## src/pph_pkg.sv

```systemverilog
package pph_pkg;

    typedef enum logic [1:0] {
        PPH_MODE_OUT    = 2'b00,
        PPH_MODE_IN     = 2'b01,
        PPH_MODE_BIDIR  = 2'b10,
        PPH_MODE_BITCTL = 2'b11
    } pph_mode_e;

    typedef enum logic [1:0] {
        PPH_CFG_MODE = 2'b00,
        PPH_CFG_ICW  = 2'b01,
        PPH_CFG_DIR  = 2'b10,
        PPH_CFG_MASK = 2'b11
    } pph_cfg_e;

    // Mode word fields
    localparam int MODE_MSB = 7;
    localparam int MODE_LSB = 6;
    localparam logic [3:0] SET_MODE_TAG = 4'hf;
    // Interrupt control word fields
    localparam int ICW_EN_BIT = 7;
    localparam int ICW_AND_BIT = 6;
    localparam int ICW_HIGH_BIT = 5;
    localparam int ICW_CLR_BIT = 4;
    // Return-from-interrupt opcode pair
    localparam logic [7:0] OPC_PREFIX = 8'hed;
    localparam logic [7:0] OPC_RETURN_FROM_INTERRUPT_INSTR_2ND = 8'h4d;
    // Forced ready-low time, in half clock periods, rounded up to cycles
    localparam int FORCE_LOW_HALF_PERIODS = 3;
    localparam logic [1:0] FORCE_LOW_CYC = 2'((FORCE_LOW_HALF_PERIODS + 1) / 2);
    // Reset values
    localparam pph_mode_e MODE_RST = PPH_MODE_IN;
    localparam logic [7:0] DIR_RST = 8'hff;
    localparam logic [7:0] MASK_RST = 8'hff;
    localparam logic [7:0] DATA_RST = 8'h00;

    // Monitored-lines equation of bit control mode
    function automatic logic eq_eval(input logic [7:0] v, input logic [7:0] msk,
                                     input logic and_s, input logic high_s);
        logic [7:0] act;
        act = high_s ? v : ~v;
        if (and_s) begin
            eq_eval = (&(act | msk)) & ~(&msk);
        end else begin
            eq_eval = |(act & ~msk);
        end
    endfunction

endpackage

```

## src/pph_parallel_port.sv

```systemverilog
// Notes on behaviour
// - Strobe low loads input; rising edge requests interrupt
// - After strobe, ready drops; register full, loads inhibited
// - Ready returns after the read strobe ends
// - Ready already high forced low during read
// - Bidirectional only on port A; B bit control
// - B bit interrupt and A bidir input share vector
// - Bidir: A lines output, B lines input; drive when A strobe low
// - Bidir input latched on B strobe low level
// - Bit control: no handshake, writes latch anytime
// - Bit control holds ready low; B spared under bidir
// - Bit control read mixes output and sampled input bits
// - Equation interrupt only on false-to-true change
// - Equation true near fetch strobe defers request
// - Request status frozen while fetch strobe active
// - Acknowledge: enable-in high, enable-out low port sends vector
// - Serviced port holds enable-out low until return decoded
// - Pending port lets enable-out high after prefix byte
// - At most four chained devices without look-ahead
// - Mode word: bits 7:6 mode, bits 3:0 all ones
// - Control word bit 6 AND/OR, bit 5 level
// - Only unmasked lines join the equation
`timescale 1ns/1ps
module pph_parallel_port (
    input wire logic core_clk_i,
    input wire logic rst_i,
    input wire logic chip_sel_n_i,
    input wire logic port_sel_i,
    input wire logic ctrl_sel_i,
    input wire logic rd_n_i,
    input wire logic io_request_strobe_n_i,
    input wire logic opcode_fetch_strobe_n_i,
    input wire logic [7:0] cpu_data_i,
    output logic [7:0] cpu_data_o,
    output logic cpu_data_oe_o,
    output logic int_n_o,
    input wire logic priority_enable_in_i,
    output logic priority_enable_out_o,
    input wire logic cfg_wr_i,
    input wire logic cfg_port_i,
    input wire pph_pkg::pph_cfg_e cfg_kind_i,
    input wire logic [7:0] cfg_word_i,
    input wire logic [7:0] vector_a_i,
    input wire logic [7:0] vector_b_i,
    input wire logic [7:0] port_a_data_i,
    output logic [7:0] port_a_data_o,
    output logic [7:0] port_a_data_oe_o,
    input wire logic [7:0] port_b_data_i,
    output logic [7:0] port_b_data_o,
    output logic [7:0] port_b_data_oe_o,
    input wire logic port_a_strobe_n_i,
    input wire logic port_b_strobe_n_i,
    output logic port_a_ready_o,
    output logic port_b_ready_o
);
    import pph_pkg::*;

    pph_mode_e mode [2];
    logic [7:0] out_reg [2];
    logic [7:0] in_reg [2];
    logic [7:0] dir [2];
    logic [7:0] mask [2];
    logic [7:0] comp [2];
    logic [7:0] pin [2];
    logic [1:0] int_en, and_sel, high_sel, icw_clr;
    logic [1:0] stb, stb_q, stb_rise, in_stb, in_rise, in_mode;
    logic [1:0] in_full, in_rdy, rearm, out_rdy, rd_sel, rd_end, wr_end;
    logic [1:0] force_cnt [2];
    logic [1:0] eq, eq_q, eq_rise, ev, held, ip, ius, req;
    logic rd_act, rd_q, rd_port_q, wr_act, wr_q, wr_port_q;
    logic m1_act, m1_q, ack, ack_q, ack_start, fetch;
    logic iei_b, sel_a, sel_b, ed_seen, priority_enable_out;
    logic [7:0] opc_cap;

    assign pin[0] = port_a_data_i;
    assign pin[1] = port_b_data_i;
    assign stb = ~{port_b_strobe_n_i, port_a_strobe_n_i};
    assign stb_rise = stb_q & ~stb;
    assign m1_act = ~opcode_fetch_strobe_n_i;
    assign ack = m1_act & ~io_request_strobe_n_i;
    assign ack_start = ack & ~ack_q;
    assign fetch = m1_act & io_request_strobe_n_i & ~rd_n_i;
    assign rd_act = ~chip_sel_n_i & ~io_request_strobe_n_i & ~rd_n_i & ~m1_act & ~ctrl_sel_i;
    assign wr_act = ~chip_sel_n_i & ~io_request_strobe_n_i & rd_n_i & ~m1_act & ~ctrl_sel_i;
    assign rd_sel = rd_act ? (port_sel_i ? 2'b10 : 2'b01) : 2'b00;
    assign rd_end = (rd_q & ~rd_act) ? (rd_port_q ? 2'b10 : 2'b01) : 2'b00;
    assign wr_end = (wr_q & ~wr_act) ? (wr_port_q ? 2'b10 : 2'b01) : 2'b00;
    // Input channel of port A takes port B's strobe when bidirectional
    assign in_stb[0] = (mode[0] == PPH_MODE_BIDIR) ? stb[1] : stb[0];
    assign in_rise[0] = (mode[0] == PPH_MODE_BIDIR) ? stb_rise[1] : stb_rise[0];
    assign in_stb[1] = stb[1];
    assign in_rise[1] = stb_rise[1];
    assign in_mode[0] = (mode[0] == PPH_MODE_IN) || (mode[0] == PPH_MODE_BIDIR);
    assign in_mode[1] = (mode[1] == PPH_MODE_IN);

    always_comb begin
        for (int p = 0; p < 2; p++) begin
            comp[p] = (out_reg[p] & ~dir[p]) | (in_reg[p] & dir[p]);
            eq[p] = (mode[p] == PPH_MODE_BITCTL) &&
                eq_eval((out_reg[p] & ~dir[p]) | (pin[p] & dir[p]),
                        mask[p], and_sel[p], high_sel[p]);
        end
    end
    assign eq_rise = eq & ~eq_q;
    // Strobe-edge and equation events; B also carries A's bidir input event
    assign ev[0] = (stb_rise[0] & (mode[0] != PPH_MODE_BITCTL)) | eq_rise[0];
    assign ev[1] = (stb_rise[1] & ((mode[1] != PPH_MODE_BITCTL) ||
                    (mode[0] == PPH_MODE_BIDIR))) | eq_rise[1];
    assign req = ip & int_en;
    // Port A ranks above B inside the device
    assign iei_b = priority_enable_in_i & ~ius[0] & ~(req[0] & ~ed_seen);
    assign sel_a = priority_enable_in_i & req[0] & ~ius[0];
    assign sel_b = iei_b & req[1] & ~ius[1] & ~sel_a;
    // Pending requests stop blocking the chain from the end of the prefix fetch to the end of the next fetch
    assign priority_enable_out = priority_enable_in_i & ~(|ius) & ~((|req) & ~ed_seen);

    // Bus strobe history
    always_ff @(posedge core_clk_i or posedge rst_i) begin
        if (rst_i) begin
            stb_q <= 2'b00;
            rd_q <= 1'b0;
            rd_port_q <= 1'b0;
            wr_q <= 1'b0;
            wr_port_q <= 1'b0;
            m1_q <= 1'b0;
            ack_q <= 1'b0;
            eq_q <= 2'b00;
        end else begin
            stb_q <= stb;
            rd_q <= rd_act;
            wr_q <= wr_act;
            if (rd_act) begin
                rd_port_q <= port_sel_i;
            end
            if (wr_act) begin
                wr_port_q <= port_sel_i;
            end
            m1_q <= m1_act;
            ack_q <= ack;
            eq_q <= eq;
        end
    end

    // Configuration words
    always_ff @(posedge core_clk_i or posedge rst_i) begin
        if (rst_i) begin
            mode <= '{MODE_RST, MODE_RST};
            dir <= '{DIR_RST, DIR_RST};
            mask <= '{MASK_RST, MASK_RST};
            int_en <= 2'b00;
            and_sel <= 2'b00;
            high_sel <= 2'b00;
        end else if (cfg_wr_i) begin
            unique case (cfg_kind_i)
                PPH_CFG_MODE: begin
                    if (cfg_word_i[3:0] == SET_MODE_TAG && !(cfg_port_i &&
                        cfg_word_i[MODE_MSB:MODE_LSB] == PPH_MODE_BIDIR)) begin
                        mode[cfg_port_i] <= pph_mode_e'(cfg_word_i[MODE_MSB:MODE_LSB]);
                    end
                end
                PPH_CFG_ICW: begin
                    int_en[cfg_port_i] <= cfg_word_i[ICW_EN_BIT];
                    and_sel[cfg_port_i] <= cfg_word_i[ICW_AND_BIT];
                    high_sel[cfg_port_i] <= cfg_word_i[ICW_HIGH_BIT];
                end
                PPH_CFG_DIR: dir[cfg_port_i] <= cfg_word_i;
                PPH_CFG_MASK: mask[cfg_port_i] <= cfg_word_i;
            endcase
        end
    end
    assign icw_clr = (cfg_wr_i && cfg_kind_i == PPH_CFG_ICW && cfg_word_i[ICW_CLR_BIT]) ?
        (cfg_port_i ? 2'b10 : 2'b01) : 2'b00;

    // Data registers
    always_ff @(posedge core_clk_i or posedge rst_i) begin
        if (rst_i) begin
            out_reg <= '{DATA_RST, DATA_RST};
            in_reg <= '{DATA_RST, DATA_RST};
        end else begin
            if (wr_act) begin
                out_reg[port_sel_i] <= cpu_data_i;
            end
            for (int c = 0; c < 2; c++) begin
                if (in_mode[c] && in_stb[c] && !in_full[c]) begin
                    in_reg[c] <= pin[c];
                end else if (mode[c] == PPH_MODE_BITCTL && !rd_sel[c]) begin
                    in_reg[c] <= pin[c];
                end
            end
        end
    end

    // Input and output handshakes
    always_ff @(posedge core_clk_i or posedge rst_i) begin
        if (rst_i) begin
            in_full <= 2'b00;
            in_rdy <= 2'b00;
            rearm <= 2'b00;
            out_rdy <= 2'b00;
            force_cnt <= '{2'd0, 2'd0};
        end else begin
            for (int c = 0; c < 2; c++) begin
                if (in_mode[c] && in_rise[c]) begin
                    in_full[c] <= 1'b1;
                end else if (rd_end[c]) begin
                    in_full[c] <= 1'b0;
                end
                if (rd_sel[c] && !rd_q) begin
                    force_cnt[c] <= FORCE_LOW_CYC;
                end else if (force_cnt[c] != 2'd0) begin
                    force_cnt[c] <= force_cnt[c] - 2'd1;
                end
                if (rd_end[c]) begin
                    rearm[c] <= 1'b1;
                end else if (force_cnt[c] == 2'd0 || !in_mode[c]) begin
                    rearm[c] <= 1'b0;
                end
                if (!in_mode[c] || rd_sel[c] || (in_rise[c] && in_mode[c])) begin
                    in_rdy[c] <= 1'b0;
                end else if (rearm[c] && force_cnt[c] == 2'd0) begin
                    in_rdy[c] <= 1'b1;
                end
                if (stb_rise[c]) begin
                    out_rdy[c] <= 1'b0;
                end else if (wr_end[c]) begin
                    out_rdy[c] <= 1'b1;
                end
            end
        end
    end

    // Interrupt request, service and return decoding
    always_ff @(posedge core_clk_i or posedge rst_i) begin
        if (rst_i) begin
            ip <= 2'b00;
            held <= 2'b00;
            ius <= 2'b00;
            opc_cap <= DATA_RST;
            ed_seen <= 1'b0;
        end else begin
            for (int p = 0; p < 2; p++) begin
                if (icw_clr[p]) begin
                    ip[p] <= 1'b0;
                    held[p] <= 1'b0;
                end else if (m1_act) begin
                    held[p] <= held[p] | ev[p];
                end else if (ev[p] || held[p]) begin
                    ip[p] <= 1'b1;
                    held[p] <= 1'b0;
                end
            end
            if (ack_start && sel_a) begin
                ip[0] <= 1'b0;
                ius[0] <= 1'b1;
            end else if (ack_start && sel_b) begin
                ip[1] <= 1'b0;
                ius[1] <= 1'b1;
            end
            if (fetch) begin
                opc_cap <= cpu_data_i;
            end
            if (m1_q && !m1_act) begin
                ed_seen <= (opc_cap == OPC_PREFIX) && !ack_q;
                if (ed_seen && opc_cap == OPC_RETURN_FROM_INTERRUPT_INSTR_2ND && priority_enable_in_i) begin
                    if (ius[0]) begin
                        ius[0] <= 1'b0;
                    end else begin
                        ius[1] <= 1'b0;
                    end
                end
            end
        end
    end

    // Registered pins
    always_ff @(posedge core_clk_i or posedge rst_i) begin
        if (rst_i) begin
            cpu_data_o <= DATA_RST;
            cpu_data_oe_o <= 1'b0;
            int_n_o <= 1'b1;
            priority_enable_out_o <= 1'b0;
            port_a_data_o <= DATA_RST;
            port_b_data_o <= DATA_RST;
            port_a_data_oe_o <= 8'h00;
            port_b_data_oe_o <= 8'h00;
            port_a_ready_o <= 1'b0;
            port_b_ready_o <= 1'b0;
        end else begin
            cpu_data_oe_o <= (ack && (sel_a || sel_b || ack_q && cpu_data_oe_o)) || rd_act;
            if (ack_start) begin
                cpu_data_o <= sel_a ? vector_a_i : vector_b_i;
            end else if (rd_act) begin
                unique case (mode[port_sel_i])
                    PPH_MODE_OUT: cpu_data_o <= out_reg[port_sel_i];
                    PPH_MODE_BITCTL: cpu_data_o <= comp[port_sel_i];
                    default: cpu_data_o <= in_reg[port_sel_i];
                endcase
            end
            int_n_o <= ~((priority_enable_in_i & req[0] & ~ius[0]) |
                         (iei_b & req[1] & ~ius[1]));
            // Registered enable-out keeps ripple short for a four-device chain
            priority_enable_out_o <= priority_enable_out;
            port_a_data_o <= out_reg[0];
            port_b_data_o <= out_reg[1];
            unique case (mode[0])
                PPH_MODE_OUT: port_a_data_oe_o <= 8'hff;
                PPH_MODE_BIDIR: port_a_data_oe_o <= stb[0] ? 8'hff : 8'h00;
                PPH_MODE_BITCTL: port_a_data_oe_o <= ~dir[0];
                PPH_MODE_IN: port_a_data_oe_o <= 8'h00;
            endcase
            unique case (mode[1])
                PPH_MODE_OUT: port_b_data_oe_o <= 8'hff;
                PPH_MODE_BITCTL: port_b_data_oe_o <= ~dir[1];
                default: port_b_data_oe_o <= 8'h00;
            endcase
            unique case (mode[0])
                PPH_MODE_IN: port_a_ready_o <= in_rdy[0];
                PPH_MODE_BITCTL: port_a_ready_o <= 1'b0;
                default: port_a_ready_o <= out_rdy[0];
            endcase
            if (mode[0] == PPH_MODE_BIDIR) begin
                port_b_ready_o <= in_rdy[0];
            end else begin
                unique case (mode[1])
                    PPH_MODE_IN: port_b_ready_o <= in_rdy[1];
                    PPH_MODE_BITCTL: port_b_ready_o <= 1'b0;
                    default: port_b_ready_o <= out_rdy[1];
                endcase
            end
        end
    end
endmodule

```

## config.mk

```make
export PLATFORM = sky130hd
export DESIGN_NAME = pph_parallel_port
export DESIGN_NICKNAME = d
export VERILOG_FILES = /design/src/pph_pkg.sv /design/src/pph_parallel_port.sv
export SDC_FILE = /design/constraint.sdc
export NUM_CORES = 1
export LEC_CHECK = 0
export BUFFER_PORTS_ARGS = -buffer_cell sky130_fd_sc_hd__buf_4
export CAP_MARGIN = 20
export CORE_MARGIN = 2
export CORE_UTILIZATION = 50
export DETAILED_ROUTE_END_ITERATION = 12
export GPL_TIMING_DRIVEN = 0
export PLACE_DENSITY = 0.79
export SYNTH_ARGS = -nofsm -noshare
export SYNTH_HDL_FRONTEND = slang
export SYNTH_SLANG_ARGS = --single-unit
```

## constraint.sdc

```tcl
create_clock -name core_clk_i -period 6.45 [get_ports core_clk_i]
set_clock_uncertainty 0.05 [all_clocks]
set_input_delay 0.645 -clock core_clk_i [delete_from_list [all_inputs] [get_ports core_clk_i]]
set_output_delay 0.645 -clock core_clk_i [all_outputs]
set_load 0.01 [all_outputs]
```

==> results of run 1 <==
==> final timing paths <==
check	startpoint	end	cells past startpoint
min reg2reg	stb_q[0]	out_rdy[0]	1
min	rst_i	port_a_data_oe_o[3]	2
min in group core_clk_i	port_b_strobe_n_i	stb_q[1]	2
max in group asynchronous	rst_i	int_n_o	3
max	port_sel_i	cpu_data_o[0]	11
max reg2reg	mode[2]	cpu_data_o[0]	8
==> cells by family (layout without fill, tap and decap cells) <==
group           after synthesis  after routing
fa+ha+maj                    11             11
xor+xnor                     10             10
compound gates              121            121
flops                       156            156
mux                         141            141
simple gates                120            120
buf+inv                      69            204
==> cells in the final DEF (no fill, tap or decap), types with 3 or more instances in the layout <==
master / synthesis / layout
ha_1: 11 / 11
clkbuf_1: 15 / 17
clkinvlp_4: 0 / 4
o21a_1: 4 / 4
o21ai_0: 23 / 23
buf_4: 0 / 100
nand3_1: 6 / 6
dfstp_2: 35 / 35
or2_2: 4 / 4
mux2i_1: 50 / 50
bufinv_16: 0 / 3
a21oi_1: 17 / 17
nor2_1: 27 / 27
dfrtp_1: 121 / 121
xnor2_1: 8 / 8
nand2_1: 50 / 50
o221ai_1: 7 / 7
a22o_1: 5 / 5
a221oi_1: 12 / 12
buf_2: 6 / 7
o22ai_1: 5 / 5
buf_6: 4 / 4
a211oi_1: 19 / 19
a31oi_1: 11 / 11
nand2b_1: 4 / 4
nand4_1: 4 / 4
nand4b_1: 4 / 4
inv_1: 39 / 38
nor3_1: 6 / 6
mux2_2: 90 / 90
clkbuf_8: 0 / 3
clkbuf_16: 0 / 17
==> cell type report <==
| class | count | area [um^2] |
|---|---|---|
| clock inverter | 10 | 139 |
| inverter | 42 | 163 |
| clock buffer | 22 | 474 |
| tap | 184 | 230 |
| fill | 1169 | 5430 |
| sequential | 156 | 3950 |
| multi-input combinational | 403 | 3210 |
| timing repair buffer | 103 | 791 |
| buffer | 27 | 148 |
==> per-stage QoR <==
stage	utilization	std cells	cell area [um^2]	setup WS, ns
after floorplan	-	628	7460	1.61
after global placement	0.581	912	8450	0.151
after detailed placement	0.584	914	8480	3.15
after CTS	0.626	946	9100	3.59
after global routing	0.626	947	9100	3.38
final	0.626	947	9100	3.54
==> worst max-delay path: cells and delay by family <==
kind | cells | cell delay (ns)
compound gates | 5 | 0.89
simple gates | 1 | 0.09
fa+ha+maj | 1 | 0.42
buf+inv | 4 | 1.17
==> power breakdown <==
group / total (W) / internal [W] / switching, W
clock network: 0.00103 / 0.000638 / 0.000393
registers: 0.00143 / 0.00123 / 0.000201
logic: 0.000805 / 0.000416 / 0.000389
==> per-layer routing <==
layer / up-vias / share of wire / global-route usage
met5: - / 0 / 0
met4: 0 / 0.029 / 0.104
met3: 47 / 0.060 / 0.0629
met2: 236 / 0.45 / 0.390
met1: 2729 / 0.46 / 0.358
li1: 2523 / - / -
==> flow_summary_export.csv, run 1 <==
group,metric,value,unit
outcome,outcome,"finished, final reports clean",
yosys,ys_seq_area_frac,0.529,
sta,hold_viol_final,0,
clock_network,root_buffer,"clkbuf_16",
global_routing,grt_overflow_total,0,
clock_network,clock_latency,0.43,ns
global_routing,grt_max_degree,109,
global_routing,grt_first_pass_wirelength,31300,um
sta,fin_hold_ws,0.203,ns
power_and_ir_drop,power_leakage,4.15,nW
power_and_ir_drop,irDropWorstVdd,0.202,mV
critical_path,cpPeakStageDelay,0.42,ns
final_layout,n_antenna_cell,0,
yosys,synthMuxAreaShare,0.205,
yosys,yosys-top-cells-count,"121 x dfrtp_1, 90 x mux2_2, 50 x mux2i_1, 50 x nand2_1, 39 x inv_1",
clock_network,cts.sinks,156,
clock_network,cts_resized,0,
critical_path,required,6.75,ns
final_layout,nNetsFinal,824,
yosys,synth-xor-area-share,0.0117,
sta,rsz0062_at_grt,"false",
placement,dp_hpwl,14300,um
yosys,ys_types,60,
yosys,synth_top_area_frac,0.406,
detailed_routing,drtPass1Iterations,6,
clock_network,cts_setup_buffers,0,
sta,maxSlewHeadroom,0.415,
yosys,syn_area,7460,um^2
yosys,syn_inst,628,
critical_path,path_max_fanout,10,
global_routing,track_usage,0.257,
detailed_routing,antenna_left,0,
sta,period_share,0.451,
yosys,ys_ff_latch,156,
sta,finalSetupViolations,0,
final_layout,area_delta_synth_final,22.0,%
hold_path,hp-class,"input port to asynchronous set/reset pin",
power_and_ir_drop,power_density,359,nW/um^2
placement,portBuffers,100,
yosys,synth_edf_count,0,
yosys,synthAdderAreaFrac,0.0184,
critical_path,cp_slowest_cell,"ha_1",
detailed_routing,routed_via_density,5.84,
yosys,yosysWarnings,0,
job,cap_violations,0,
yosys,synth_fp_nets,702,
yosys,syn_avg_cell_area,11.9,um^2
detailed_routing,routed_wl,19900,um
yosys,synth_compound_area_frac,0.115,
floorplan,dieArea,15900,um^2
critical_path,crit_type,"input port to flop",
sta,min_period,2.91,ns
clock_network,cts-buffers-inserted,17,
detailed_routing,num_vias,5535,
floorplan,die_width,126,um
clock_network,clockBufferDepth,2,
sta,fin_setup_tns,0,ns
critical_path,endpoint_kind,"flop",
global_routing,grt_antenna_before_repair,1,
yosys,synthSimpleGateAreaFrac,0.0798,
global_routing,first_global_vias,5703,
power_and_ir_drop,power,0.00327,W
yosys,yosysMostFrequentCell,"dfrtp_1",
clock_network,clk_pin_slew,0.06,ns
clock_network,cts_tree,"yes",
yosys,netlist_top_cells_area,"dfrtp_1 41%, mux2_2 14%, dfstp_2 12%",
critical_path,critPathLaunchType,"input port",
placement,routabilityCongestion,0.896,
critical_path,ff2ff_setup_slack,3.96,ns
detailed_routing,wl_per_cell,21.0,um
yosys,yosys.area.top_type,"dfrtp_1",
clock_network,htreeDepth,4,
floorplan,start_util,0.514,
floorplan,rows,44,
floorplan,fp.coreArea,14500,um^2
yosys,synth_flop_cell,"dfrtp_1",
clock_network,hold_buffers,0,
floorplan,die_y,126,um
critical_path,crit_arrival,3.21,ns
final_layout,drive_gt1_frac,0.370,
sta,drv_slew,0,
detailed_routing,drc,0,
critical_path,path_common_cell,"buf_2",
sta,worstMarginPinSlew,0.872,ns
yosys,synth-async-reset-ratio,1.00,
yosys,synth_top_family_by_area,"multiplexers",
critical_path,crit_chain,"buf_2 -> buf_2 -> buf_2 -> nand2_1 -> o21a_1 -> ha_1 -> clkbuf_1 -> a221oi_1 -> a211oi_1 -> a211oi_1 -> a31oi_1",
detailed_routing,drt-initial-drc-count,459,
floorplan,io_pins,108,
sta,fmax,344,MHz
Note: power is estimated with default switching activity, not from simulation.
==> inputs of run 2 (changes only) <==
--- a/config.mk
+++ b/config.mk
@@ -11,7 +11,7 @@
 export CORE_UTILIZATION = 50
 export DETAILED_ROUTE_END_ITERATION = 12
 export GPL_TIMING_DRIVEN = 0
-export PLACE_DENSITY = 0.79
+export PLACE_DENSITY = 0.82
 export SYNTH_ARGS = -nofsm -noshare
 export SYNTH_HDL_FRONTEND = slang
 export SYNTH_SLANG_ARGS = --single-unit
==> constraint.sdc (replaced) <==
create_clock -name core_clk_i -period 2.4 [get_ports core_clk_i]
set_clock_uncertainty 0.05 [all_clocks]
set_input_delay 0.24 -clock core_clk_i [delete_from_list [all_inputs] [get_ports core_clk_i]]
set_output_delay 0.24 -clock core_clk_i [all_outputs]
set_load 0.01 [all_outputs]
==> run 2 against run 1 <==
Worst hold slack got worse by 0.19 ns. Largest cell class unchanged. Via count increased by 2.2%. Clock power increased to 2.6 times the previous value. Cell count increased by 1.2%. Core utilization increased by 1.2 points. Critical path type is now flop to flop. Global-route usage decreased by 0.14 points. Sequential power increased to 2.7 times the previous value.
==> flow_summary_export.csv, run 2 (same netlist as run 1, synthesis figures left out) <==
group,metric,value,unit
final_layout,n_antenna_cell,0,
placement,dp_hpwl,14700,um
detailed_routing,drc,0,
power_and_ir_drop,power,0.00873,W
global_routing,grt_antenna_before_repair,1,
global_routing,first_global_vias,5724,
final_layout,area_delta_synth_final,24.3,%
clock_network,cts-buffers-inserted,17,
global_routing,grt_max_degree,38,
final_layout,fill_cells,1113,
clock_network,htreeDepth,4,
power_and_ir_drop,power_density,941,nW/um^2
critical_path,required,2.71,ns
clock_network,clock_latency,0.43,ns
placement,portBuffers,100,
global_routing,grt_first_pass_wirelength,31100,um
final_layout,final_common_cell,"dfrtp_1",
sta,worstMarginPinSlew,0.829,ns
sta,rsz0062_at_grt,"true",
detailed_routing,num_vias,5658,
floorplan,die_y,126,um
floorplan,fp.coreArea,14500,um^2
sta,fmax,423,MHz
critical_path,critPathLaunchType,"flop",
critical_path,crit_type,"flop to flop",
job,cap_violations,0,
critical_path,crit_arrival,2.67,ns
critical_path,crit_start,"mode[2]",
placement,routabilityCongestion,0.901,
floorplan,dieArea,15900,um^2
sta,hold_viol_final,0,
final_layout,multi_input_area,3270,um^2
sta,period_share,0.985,
final_layout,layout_common_cells,"121 x dfrtp_1, 101 x buf_4, 90 x mux2_2",
floorplan,start_util,0.514,
power_and_ir_drop,power_leakage,4.21,nW
global_routing,track_usage,0.256,
floorplan,die_width,126,um
critical_path,endpoint_kind,"flop",
clock_network,cts_tree,"yes",
clock_network,root_buffer,"clkbuf_16",
floorplan,rows,44,
outcome,outcome,"finished, final reports clean",
sta,fin_hold_ws,0.0150,ns
detailed_routing,drt-initial-drc-count,621,
detailed_routing,wl_per_cell,20.8,um
sta,min_period,2.36,ns
clock_network,cts.sinks,156,
global_routing,grt_overflow_total,0,
sta,finalSetupViolations,0,
detailed_routing,antenna_left,0,
final_layout,regArea,3950,um^2
sta,drv_slew,0,
final_layout,nNetsFinal,835,
critical_path,path_max_fanout,10,
hold_path,hp-class,"input port to flop",
power_and_ir_drop,irDropWorstVdd,0.495,mV
critical_path,rr_startpoint,"mode[2]",
final_layout,drive_gt1_frac,0.386,
detailed_routing,drtPass1Iterations,6,
floorplan,io_pins,108,
clock_network,clk_pin_slew,0.07,ns
detailed_routing,routed_wl,19900,um
final_layout,post-route-util,0.638,
hold_path,hp-start,"port_a_data_i[0]",
sta,maxSlewHeadroom,0.446,
detailed_routing,routed_via_density,5.91,
clock_network,clockBufferDepth,2,
## run 2: final timing paths
| check | to | slack [ns] | cells after the start |
|---|---|---|---|
| min in group asynchronous | eq_q[1] | 0.49 | 3 |
| setup reg to reg | cpu_data_o[3] | 0.04 | 7 |
| hold reg to reg | out_rdy[0] | 0.42 | 1 |
| max in group asynchronous | int_n_o | 0.89 | 5 |
| hold / removal | in_reg[8] | 0.01 | 2 |
| setup / recovery | cpu_data_o[3] | 0.04 | 7 |
## run 2: power by group
group          leakage [nW]  internal [W]  switching, W
clock network         0.270       0.00155       0.00108
registers              1.85       0.00331      0.000537
logic                  2.09       0.00116       0.00109
total                  4.21       0.00603       0.00270
## run 2: timing repair
| item | in CTS | in global routing |
|---|---|---|
| pin swaps | 0 | 1 |
| hold buffers | 8 | 0 |
| hold endpoints to repair | 34 | 0 |
| endpoints found under the setup margin | 5 | 15 |
| gates resized for setup | 4 | 10 |
| setup buffers | 0 | 1 |
## run 2: per-stage QoR
step / cell area, um^2 / TNS [ns] / cells / worst slack [ns]
2_1_floorplan: 7470 / 0 / 628 / 0.0942
3_3_place_gp: 8450 / -75.41 / 912 / -0.606
3_5_place_dp: 8530 / -3.20 / 917 / -0.545
4_1_cts: 9220 / 0 / 957 / 0.00888
5_1_grt: 9280 / -0.270 / 958 / -0.0803
6_report: 9280 / 0 / 958 / 0.0358
## run 2: layout make-up
| type | count | area share |
|---|---|---|
| well taps | 184 | 0.0248 |
| clock inverters | 14 | 0.0158 |
| flip-flops and latches | 156 | 0.425 |
| plain buffers | 26 | 0.0159 |
| clock buffers | 18 | 0.0473 |
| multi-input cells | 403 | 0.353 |
| inverters | 42 | 0.0174 |
| repair buffers | 115 | 0.100 |
## run 2: critical path, cell delays in order, from the launching register on
cell      delay [ns]
dfstp_2         0.55
inv_1           0.09
o21a_1          0.19
ha_1            0.39
buf_2           0.24
a211oi_1        0.51
a211oi_1        0.11
a31oi_1         0.16
## run 2: metal layers
metal,part of all wire,vias to the layer above,GRT usage,wire [um]
met3,0.081,48,0.0650,1620
met5,0.00055,-,0,11
met2,0.47,260,0.396,9280
met1,0.42,2803,0.342,8390
met4,0.032,2,0.116,642
li1,-,2545,-,-
==> inputs of run 3 (changes only) <==
--- a/config.mk
+++ b/config.mk
@@ -5,6 +5,7 @@
 export SDC_FILE = /design/constraint.sdc
 export NUM_CORES = 1
 export LEC_CHECK = 0
+export ABC_AREA = 1
 export BUFFER_PORTS_ARGS = -buffer_cell sky130_fd_sc_hd__buf_4
 export CAP_MARGIN = 20
 export CORE_MARGIN = 2
==> run 3 against run 2 <==
Die area fell by 2.1%. Routed wire length rose by 2.4%. Non-clock buffer count rose by 6. Sequential power fell by 6.5%. Highest routed layer is now met4.
==> flow_summary_export.csv, run 3 <==
group,metric,value,unit
final_layout,area_delta_synth_final,27.0,%
sta,min_period,2.14,ns
power_and_ir_drop,clock_power_share,0.346,
floorplan,dieArea,15600,um^2
detailed_routing,routed_wl,20400,um
global_routing,track_usage,0.268,
yosys,yosysWarnings,0,
power_and_ir_drop,power_leakage,4.57,nW
hold_path,hp-class,"input port to flop",
sta,hold_viol_final,0,
floorplan,io_pins,108,
clock_network,cts_tree,"yes",
yosys,synth_fp_nets,931,
detailed_routing,wl_per_cell,17.0,um
global_routing,grt_antenna_before_repair,0,
placement,portBuffers,107,
global_routing,grt_first_pass_wirelength,32400,um
clock_network,clock_latency,0.43,ns
power_and_ir_drop,p_sw,0.00271,W
placement,dp_cells,1152,
floorplan,rows,44,
critical_path,path_max_fanout,9,
final_layout,n_antenna_cell,0,
yosys,yosys-top-cells-count,"236 x nand2_1, 121 x dfrtp_1, 103 x inv_1, 97 x o21ai_0, 60 x nand3_1",
sta,finalSetupViolations,0,
final_layout,design_area,9280,um^2
sta,fin_hold_ws,0.00662,ns
floorplan,start_util,0.506,
power_and_ir_drop,p_int,0.00607,W
clock_network,cts_resized,0,
detailed_routing,drt-initial-drc-count,580,
yosys,synth_edf_count,0,
sta,drv_slew,0,
yosys,ys_seq_area_frac,0.541,
power_and_ir_drop,comb_power_share,0.243,
yosys,syn_avg_cell_area,8.52,um^2
power_and_ir_drop,p_sw_frac,0.308,
yosys,netlist_top_cells_area,"dfrtp_1 41%, dfstp_2 13%, nand2_1 12%",
job,cap_violations,0,
global_routing,grt_overflow_total,0,
final_layout,drive_gt1_frac,0.199,
critical_path,ff2ff_setup_slack,0.26,ns
final_layout,layout_common_cells,"236 x nand2_1, 121 x dfrtp_1, 107 x buf_4",
critical_path,crit_type,"flop to flop",
global_routing,first_global_vias,6389,
floorplan,die_width,125,um
critical_path,required,2.70,ns
clock_network,clk_pin_slew,0.06,ns
clock_network,cts-buffers-inserted,17,
power_and_ir_drop,p_seq_frac,0.411,
placement,dp_hpwl,15200,um
yosys,synth_top_area_frac,0.415,
floorplan,fp.coreArea,14400,um^2
detailed_routing,drtPass1Iterations,6,
final_layout,nNetsFinal,1079,
critical_path,endpoint_kind,"flop",
clock_network,clockBufferDepth,2,
yosys,synth_flop_cell,"dfrtp_1",
sta,maxSlewHeadroom,0.465,
yosys,syn_area,7300,um^2
outcome,outcome,"finished, final reports clean",
yosys,syn_inst,857,
critical_path,critPathLaunchType,"flop",
sta,rsz0062_at_grt,"false",
placement,postPlaceCellArea,8420,um^2
final_layout,fin_cells,1202,
final_layout,final_common_cell,"nand2_1",
yosys,ys_types,38,
detailed_routing,num_vias,6631,
critical_path,crit_arrival,2.44,ns
sta,layout_setup_ws,0.257,ns
power_and_ir_drop,power,0.00878,W
sta,period_share,0.893,
clock_network,cts.sinks,156,
power_and_ir_drop,irDropWorstVdd,0.609,mV
global_routing,grt_max_degree,44,
clock_network,htreeDepth,4,
yosys,yosysMostFrequentCell,"nand2_1",
sta,fmax,467,MHz
placement,dpl_worst_slack,-0.101,ns
placement,routabilityCongestion,0.917,
power_and_ir_drop,power_density,946,nW/um^2
clock_network,root_buffer,"clkbuf_16",
sta,worstMarginPinSlew,0.802,ns
yosys,ys_ff_latch,156,
detailed_routing,routed_via_density,5.52,
detailed_routing,antenna_left,0,
floorplan,die_y,125,um
detailed_routing,drc,0,
yosys,yosys.area.top_type,"dfrtp_1",
yosys,synth-async-reset-ratio,1.00,
[run 3: final timing paths]
path,start,endpoint,cells past startpoint
worst max-delay path,mode[0],cpu_data_o[3],8
worst min-delay path,port_b_data_i[6],in_reg[6],2
worst max register to register,mode[0],cpu_data_o[3],8
worst min register to register,out_reg[2],port_b_data_o[2],0
max in group asynchronous,rst_i,mask[7],6
min in group asynchronous,rst_i,cpu_data_o[4],3
[run 3: critical path, cell delays in order, from the launching register on]
cell,delay (ns)
dfstp_2,0.55
inv_1,0.08
nand2_1,0.06
o21ai_0,0.12
ha_1,0.51
inv_1,0.24
o211ai_1,0.15
nand3_1,0.15
a21oi_1,0.16
[run 3: timing repair]
| item | 4_1_cts | 5_1_grt |
|---|---|---|
| endpoints found under the hold margin | 59 | 0 |
| buffers inserted | 0 | 0 |
| hold buffers | 19 | 0 |
| endpoints found under the setup margin | 0 | 8 |
[run 3: cell type report]
cell class | count | area, um^2
sequential | 156 | 3950
clock inverter | 15 | 243
tap | 184 | 230
fill | 1221 | 5150
timing repair buffer | 130 | 1070
multi-input combinational | 571 | 2860
buffer | 17 | 70.1
inverter | 112 | 424
clock buffer | 17 | 425
[run 3: power by group through the flow]
stage	Combinational [W]	Sequential, W	Clock (W)
5_1_grt	0.00239	0.00366	0.00318
4_1_cts	0.00213	0.00359	0.00307
2_1_floorplan	0.00125	0.00360	0
3_5_place_dp	0.00208	0.00363	0
3_3_place_gp	0.00200	0.00362	0
6_report	0.00214	0.00360	0.00304
[run 3: cells by family (layout without fill, tap and decap cells)]
group,Yosys count,count (layout),share of synthesized area
AND/OR/NAND/NOR,365,365,0.207
AO/OA/AOI/OAI,177,177,0.139
flip-flops,156,156,0.541
buffers and inverters,130,291,0.0677
multiplexers,16,16,0.0247
adder cells (fa/ha/maj),11,11,0.0188
XOR/XNOR,2,2,0.00240
[run 3: metrics by stage]
step           setup TNS (ns)  utilization
6_report                    0        0.643
5_1_grt                     0        0.643
4_1_cts                     0        0.643
3_5_place_dp           -0.637        0.584
3_3_place_gp           -89.60        0.578
2_1_floorplan               0            -
[run 3: routing by layer]
metal	track usage	part of all wire
met1	0.355	0.42
met2	0.422	0.46
met3	0.0576	0.080
met4	0.125	0.037
met5	0	0
